**config.mk**
```make
export PLATFORM = sky130hd
export DESIGN_NAME = tmt_timer
export DESIGN_NICKNAME = d
export VERILOG_FILES = /design/src/tmt_fall_det.v /design/src/tmt_cap_reg.v /design/src/tmt_timer.v
export VERILOG_INCLUDE_DIRS = /design/src
export SDC_FILE = /design/constraint.sdc
export NUM_CORES = 1
export LEC_CHECK = 0
export ABC_CLOCK_PERIOD_IN_PS = 3200
export BUFFER_PORTS_ARGS = -buffer_cell sky130_fd_sc_hd__clkbuf_2
export CAP_MARGIN = 20
export CORE_MARGIN = 3
export CORE_UTILIZATION = 50
export CTS_CLUSTER_DIAMETER = 120
export DETAILED_ROUTE_END_ITERATION = 16
export PLACE_DENSITY = 0.83
export SLEW_MARGIN = 10
export SYNTH_ARGS = -nofsm -noshare
export SYNTH_HDL_FRONTEND = slang
export SYNTH_SLANG_ARGS = --single-unit
```
**constraint.sdc**
```tcl
create_clock -name ref_clk_i -period 3.2 [get_ports ref_clk_i]
set_input_delay 0.8 -clock ref_clk_i [delete_from_list [all_inputs] [get_ports ref_clk_i]]
set_output_delay 0.8 -clock ref_clk_i [all_outputs]
set_load 0.02 [all_outputs]
```
**src/tmt_consts.vh**
```
// Purpose: constants for the third timer control block
// Assumes: 8-bit register port, 20 MHz ref_clk_i
// Notes: definitions only
`ifndef TMT_CONSTS_VH
`define TMT_CONSTS_VH
`define TMT_ADDR_W 8
`define TMT_ADDR_CTRL 8'hC8
`define TMT_ADDR_CAPL 8'hCA
`define TMT_ADDR_CAPH 8'hCB
`define TMT_ADDR_CNTL 8'hCC
`define TMT_ADDR_CNTH 8'hCD
`define TMT_ADDR_MODE 8'hC9
`define TMT_ADDR_ISTAT 8'hCE
`define TMT_ADDR_IMASK 8'hCF
`define TMT_CTRL_RST 8'h00
`define TMT_BIT_OVF 7
`define TMT_BIT_EXF 6
`define TMT_BIT_RXB 5
`define TMT_BIT_TXB 4
`define TMT_BIT_EXEN 3
`define TMT_BIT_RUN 2
`define TMT_BIT_CNT 1
`define TMT_BIT_CAP 0
`define TMT_BIT_UDEN 0
`define TMT_IRQ_OVF 0
`define TMT_IRQ_EXF 1
`define TMT_CNT_MAX 16'hFFFF
`endif

```
**src/tmt_fall_det.v**
```verilog
// Purpose: falling edge detector for one pin
// Assumes: pin synchronous to the clock
// Notes: one-cycle pulse
`timescale 1ns/1ps
module tmt_fall_det (
   input wire ref_clk_i,
   input wire sys_rst_i,
   input wire pin_i,
   output wire fall_o
);
   reg prev_q;
   always @(posedge ref_clk_i) begin
      if (sys_rst_i) begin
         prev_q <= 1'b1;
      end else begin
         prev_q <= pin_i;
      end
   end
   assign fall_o = prev_q & ~pin_i;
endmodule // tmt_fall_det

```
**src/tmt_cap_reg.v**
```verilog
// Purpose: 16-bit capture/reload register pair
// Assumes: byte writes from software, capture from hardware
// Notes: capture wins over software write
`timescale 1ns/1ps
module tmt_cap_reg (
   input wire ref_clk_i,
   input wire sys_rst_i,
   input wire wr_low_i,
   input wire wr_high_i,
   input wire [7:0] wdata_i,
   input wire capture_i,
   input wire [15:0] count_i,
   output wire [15:0] value_o
);
   reg [15:0] val_q;
   always @(posedge ref_clk_i) begin
      if (sys_rst_i) begin
         val_q <= 16'h0000;
      end else if (capture_i) begin
         val_q <= count_i;
      end else if (wr_low_i) begin
         val_q[7:0] <= wdata_i;
      end else if (wr_high_i) begin
         val_q[15:8] <= wdata_i;
      end
   end
   assign value_o = val_q;
endmodule // tmt_cap_reg

```
**src/tmt_timer.v**
```verilog
// Behaviour
// RQ1: overflow sets flag, software only clears it
// RQ2: no overflow flag while baud source set
// RQ3: trigger capture/reload sets external event flag
// RQ4: event flag requests irq unless updown on
// RQ5: receive baud from our overflow when selected
// RQ6: transmit baud from our overflow when selected
// RQ7: trigger edge acts only when enabled, no baud
// RQ8: counts only while run bit set
// RQ9: timer or external falling-edge counter select
// RQ10: capture count on trigger edge in capture mode
// RQ11: reload on overflow and enabled trigger edge
// RQ12: baud use forces auto-reload on overflow
// RQ13: high/low capture reload byte pair
// RQ14: control at 0C8H, reset zero, bit writable
// RQ15: unlisted bits read zero, future bits inactive
// RQ16: count pin events, trigger pin direction control
// RQ17: capture copies count, reload loads same cycle
//
// Purpose: control, count and status of the third timer/counter
// Assumes: byte register port, read data one cycle after read strobe
// Notes: irq status cleared by writing ones
`timescale 1ns/1ps
`include "tmt_consts.vh"
module tmt_timer (
   input wire ref_clk_i,
   input wire sys_rst_i,
   input wire [7:0] addr_i,
   input wire [7:0] wdata_i,
   input wire wr_i,
   input wire rd_i,
   input wire bit_wr_i,
   input wire [2:0] bit_sel_i,
   input wire bit_val_i,
   output reg [7:0] rdata_o,
   input wire count_pin_i,
   input wire trigger_pin_i,
   input wire t1_ovf_i,
   output reg rx_baud_tick_o,
   output reg tx_baud_tick_o,
   output reg timer_irq_req_o,
   output wire irq_o
);
   ////////////////////////////////////////////////////////////////////////////////
   // registers
   reg [7:0] ctrl_q;
   reg [7:0] ctrl_d;
   reg uden_q;
   reg [15:0] cnt_q;
   reg [15:0] cnt_d;
   reg [1:0] istat_q;
   reg [1:0] istat_d;
   reg [1:0] imask_q;
   wire [15:0] cap_val;
   wire cnt_fall;
   wire trg_fall;
   wire wr_ctrl;
   wire wr_capl;
   wire wr_caph;
   wire baud;
   wire tick;
   wire ovf;
   wire trg_act;
   wire cap_ev;
   wire reload;
   wire up_dir;
   wire underflow;

   tmt_fall_det u_cnt_det (
      .ref_clk_i(ref_clk_i),
      .sys_rst_i(sys_rst_i),
      .pin_i(count_pin_i),
      .fall_o(cnt_fall)
   );

   tmt_fall_det u_trg_det (
      .ref_clk_i(ref_clk_i),
      .sys_rst_i(sys_rst_i),
      .pin_i(trigger_pin_i),
      .fall_o(trg_fall)
   );

   assign wr_ctrl = wr_i & (addr_i == `TMT_ADDR_CTRL);
   assign wr_capl = wr_i & (addr_i == `TMT_ADDR_CAPL);
   assign wr_caph = wr_i & (addr_i == `TMT_ADDR_CAPH);

   ////////////////////////////////////////////////////////////////////////////////
   // count control
   assign baud = ctrl_q[`TMT_BIT_RXB] | ctrl_q[`TMT_BIT_TXB];
   // timer clocked every cycle, counter by pin edges
   assign tick = ctrl_q[`TMT_BIT_RUN] &
      (ctrl_q[`TMT_BIT_CNT] ? cnt_fall : 1'b1); // RQ8 RQ9 RQ16
   // up/down mode: trigger pin level sets direction
   assign up_dir = ~uden_q | baud | trigger_pin_i; // RQ16
   assign ovf = tick & up_dir & (cnt_q == `TMT_CNT_MAX);
   assign underflow = tick & ~up_dir & (cnt_q == cap_val);
   assign trg_act = trg_fall & ctrl_q[`TMT_BIT_EXEN] & ~baud & ~uden_q; // RQ7
   assign cap_ev = trg_act & ctrl_q[`TMT_BIT_CAP]; // RQ10
   assign reload = (ovf & (~ctrl_q[`TMT_BIT_CAP] | baud)) |
      (trg_act & ~ctrl_q[`TMT_BIT_CAP]); // RQ11 RQ12

   tmt_cap_reg u_cap (
      .ref_clk_i(ref_clk_i),
      .sys_rst_i(sys_rst_i),
      .wr_low_i(wr_capl),
      .wr_high_i(wr_caph),
      .wdata_i(wdata_i),
      .capture_i(cap_ev), // RQ13 RQ17
      .count_i(cnt_q),
      .value_o(cap_val)
   );

   always @* begin
      cnt_d = cnt_q;
      if (reload) begin
         cnt_d = cap_val; // RQ17
      end else if (underflow) begin
         cnt_d = `TMT_CNT_MAX;
      end else if (tick) begin
         cnt_d = up_dir ? cnt_q + 16'h0001 : cnt_q - 16'h0001;
      end
      if (wr_i && addr_i == `TMT_ADDR_CNTL) begin
         cnt_d[7:0] = wdata_i;
      end
      if (wr_i && addr_i == `TMT_ADDR_CNTH) begin
         cnt_d[15:8] = wdata_i;
      end
   end

   ////////////////////////////////////////////////////////////////////////////////
   // control register and flags
   always @* begin
      ctrl_d = ctrl_q;
      if (wr_ctrl) begin
         ctrl_d = wdata_i;
      end else if (bit_wr_i) begin
         ctrl_d[bit_sel_i] = bit_val_i; // RQ14
      end
      // hardware set wins over software clear
      if ((ovf | underflow) & ~baud) begin
         ctrl_d[`TMT_BIT_OVF] = 1'b1; // RQ1 RQ2
      end
      if (cap_ev | (trg_act & ~ctrl_q[`TMT_BIT_CAP])) begin
         ctrl_d[`TMT_BIT_EXF] = 1'b1; // RQ3
      end
   end

   always @* begin
      istat_d = istat_q;
      if (wr_i && addr_i == `TMT_ADDR_ISTAT) begin
         istat_d = istat_q & ~wdata_i[1:0];
      end
      if ((ovf | underflow) & ~baud) begin
         istat_d[`TMT_IRQ_OVF] = 1'b1;
      end
      if (trg_act) begin
         istat_d[`TMT_IRQ_EXF] = 1'b1;
      end
   end

   always @(posedge ref_clk_i) begin
      if (sys_rst_i) begin
         ctrl_q <= `TMT_CTRL_RST; // RQ14
         uden_q <= 1'b0;
         cnt_q <= 16'h0000;
         istat_q <= 2'b00;
         imask_q <= 2'b00;
      end else begin
         ctrl_q <= ctrl_d;
         cnt_q <= cnt_d;
         istat_q <= istat_d;
         if (wr_i && addr_i == `TMT_ADDR_MODE) begin
            uden_q <= wdata_i[`TMT_BIT_UDEN];
         end
         if (wr_i && addr_i == `TMT_ADDR_IMASK) begin
            imask_q <= wdata_i[1:0];
         end
      end
   end

   assign irq_o = |(istat_q & imask_q);

   ////////////////////////////////////////////////////////////////////////////////
   // baud ticks and timer request
   always @(posedge ref_clk_i) begin
      if (sys_rst_i) begin
         rx_baud_tick_o <= 1'b0;
         tx_baud_tick_o <= 1'b0;
         timer_irq_req_o <= 1'b0;
      end else begin
         rx_baud_tick_o <= ctrl_q[`TMT_BIT_RXB] ? ovf : t1_ovf_i; // RQ5
         tx_baud_tick_o <= ctrl_q[`TMT_BIT_TXB] ? ovf : t1_ovf_i; // RQ6
         timer_irq_req_o <= ctrl_d[`TMT_BIT_OVF] |
            (ctrl_d[`TMT_BIT_EXF] & ~uden_q); // RQ4
      end
   end

   ////////////////////////////////////////////////////////////////////////////////
   // read port
   always @(posedge ref_clk_i) begin
      if (sys_rst_i) begin
         rdata_o <= 8'h00;
      end else if (rd_i) begin
         case (addr_i)
            `TMT_ADDR_CTRL: rdata_o <= ctrl_q;
            `TMT_ADDR_MODE: rdata_o <= {7'h00, uden_q}; // RQ15
            `TMT_ADDR_CAPL: rdata_o <= cap_val[7:0];
            `TMT_ADDR_CAPH: rdata_o <= cap_val[15:8];
            `TMT_ADDR_CNTL: rdata_o <= cnt_q[7:0];
            `TMT_ADDR_CNTH: rdata_o <= cnt_q[15:8];
            `TMT_ADDR_ISTAT: rdata_o <= {6'h00, istat_q};
            `TMT_ADDR_IMASK: rdata_o <= {6'h00, imask_q};
            default: rdata_o <= 8'h00;
         endcase
      end else begin
         rdata_o <= 8'h00;
      end
   end
endmodule // tmt_timer

```
==> reports/metrics.cfg <==
[clock_tree]
post-cts-setup-buffers = 0
clkLatencyLatePin_ns = 0.35
cts_buffer_depth = 2
clock_sinks = 58
clkTransAtPathRegs_ns = 0.07
cts_hold_buf = 0
root_buffer = clkbuf_8
cts_max_level = 3
post_cts_resized = 0
cts_inserted_buffers = 9
cts_tree = built

[final_layout]
final_cell_mix = 58 x dfxtp_1, 47 x nor2_1, 41 x nand2_1
final_common_cell = dfxtp_1
drive_gt1_share_pct = 20.1
nNetsFinal = 566
antennaDiodeCount = 0
area_growth_pct = 19.0

[power]
ir_drop_mv = 0.182
p_per_area_nw_per_um2 = 357
p_leak_nw = 1.84

[hold_path]
hold_class = reg2reg

[timing]
period_share_pct = 94.6
slew_headroom_pct = 50.9
holdWs_ns = 0.513
worst_slew_pin_slew_ns = 0.731
fmax_mhz = 330
drv_slew = 0
rsz0062_at_grt = no
final.min_clock_period_ns = 3.03
tns_ns = 0
finalSetupViolations = 0
finalHoldViolCount = 0
finClkSkew_ns = 0.00924

[floorplan]
core_um2 = 7290
num_rows = 31
die_area_um2 = 8640
start_util_pct = 51.8
die_h_um = 92.9
ioPinCount = 40
die_w_um = 92.9

[global_route]
grt_max_degree = 33
grt_util_met3_pct = 6.42
track_usage_pct = 29.2
grt_pass1_wl_um = 19800
grt_pass1_vias = 4016
grt_antenna_before_repair = 0
grt_use_met1_pct = 34.5
grt-busiest-layer = met2
grt_overflow = 0
use_met2_pct = 47.5

[logic_synthesis]
ys.flop_type = dfxtp_1
ys_seq_area_share_pct = 30.7
ys_ff_latch = 58
syn_area_um2 = 3780
syn_nets = 503
synth.distinct_cells = 55
synthArstFlopShare_pct = 0
synth_edf_count = 0
synth_warnings = 0
syn_inst = 460
syn_avg_cell_area_um2 = 8.21

[routing]
wl_um = 12500
drt_iter0_drc = 491
drcViolationCount = 0
antenna_left = 0
firstDrtPassIters = 5
vias_per_cell = 6.62
vias = 4152
wl_per_cell_um = 19.9

[critical_path]
worstPathRequired_ns = 3.42
crit_path_cell_trace = clkbuf_2, nor3_1, nand2_1, clkinvlp_4, buf_4, ha_1, a21oi_1, nand2_1, a221oi_1, a21oi_1, xor2_1, o221ai_1, o21ai_0
critical_path_arrival_ns = 3.25
slowest_stage = a221oi_1
endpoint_kind = flip-flop
worstSetupPathType = in2reg
regToRegSetupSlack_ns = 0.33
slowest_delay_ns = 0.36
cp_max_fo = 8
start_kind = input port

[place]
portBuffers = 39
gp_congestion = 1.05
dpl.hpwl_um = 9120

[flow_run]
maxCapViolations = 0

[run_status]
status = complete, no violations

metal layers:
layer	up-vias	routed length [um]
met5	-	0
li1	1863	-
met2	271	5750
met4	0	701
met1	1954	4820
met3	64	1180
flip-flops by register name (all words and copies together), names as in the netlist:
name and count:
cnt_q 16, u_cap.value_o 16, ctrl_q 8, rdata_o 8, imask_q 2, istat_q 2, rx_baud_tick_o 1, timer_irq_req_o 1
tx_baud_tick_o 1, u_cnt_det.prev_q 1, u_trg_det.prev_q 1, uden_q 1
worst max-delay path: cells and delay by family:
kind                     cells  cell delay, ns
adder cells (fa/ha/maj)      1            0.29
AO/OA/AOI/OAI                5            1.04
AND/OR/NAND/NOR              3            0.47
buffers and inverters        3            0.47
XOR/XNOR                     1            0.17
layout make-up:
class / count / area (um2)
Clock buffer: 9 / 124
Clock inverter: 7 / 101
Fill cell: 637 / 2790
Inverter: 8 / 33.8
Multi-Input combinational cell: 369 / 2470
Sequential cell: 58 / 1160
Tap cell: 99 / 124
Timing Repair Buffer: 77 / 480
report_power, final:
group	switching (mW)	total (mW)	internal [mW]
Combinational	0.0671	0.103	0.0355
Sequential	0.00763	0.737	0.729
Clock	0.324	0.767	0.443
Total	0.399	1.61	1.21
Yosys cell counts, drive strengths merged, types with 11 or more instances:
| cell | number | share of area [%] |
|---|---|---|
| a211oi | 24 | 4.8 |
| a21oi | 31 | 4.1 |
| a22oi | 15 | 3.0 |
| clkbuf | 20 | 2.0 |
| dfxtp | 58 | 31 |
| ha | 14 | 4.6 |
| mux2i | 25 | 6.6 |
| nand2 | 41 | 4.1 |
| nor2 | 49 | 5.0 |
| o21ai | 22 | 3.2 |
| o221ai | 13 | 3.0 |
| xnor2 | 11 | 2.5 |
| xor2 | 16 | 3.7 |
cells by family after synthesis:
kind of cell	share of synthesized area, %
AO/OA/AOI/OAI	26.6
AND/OR/NAND/NOR	20.8
buffers and inverters	3.81
XOR/XNOR	6.26
adder cells (fa/ha/maj)	5.17
multiplexers	6.62
flip-flops	30.7
path summary, 6_finish.rpt:
| kind | start | to | depth (start not counted) |
|---|---|---|---|
| worst max-delay path | trigger_pin_i | cnt_q[12] | 13 |
| worst min-delay path | istat_q[1] | istat_q[1] | 2 |
| worst max register to register | ctrl_q[5] | cnt_q[12] | 12 |
| worst min register to register | istat_q[1] | istat_q[1] | 2 |
metrics by stage:
| stage | instances | instance area (um2) | worst slack, ns | utilization [%] | power [mW] |
|---|---|---|---|---|---|
| after floorplan | 460 | 3780 | 0.0477 | - | 0.805 |
| after global placement | 611 | 4270 | -0.00408 | 58.6 | 0.850 |
| after detailed placement | 611 | 4270 | -0.102 | 58.6 | 0.852 |
| after CTS | 627 | 4500 | 0.213 | 61.7 | 1.61 |
| after global routing | 627 | 4500 | 0.000559 | 61.7 | 1.65 |
| final | 627 | 4500 | 0.171 | 61.7 | 1.61 |
(Power assumes the default switching activity.)
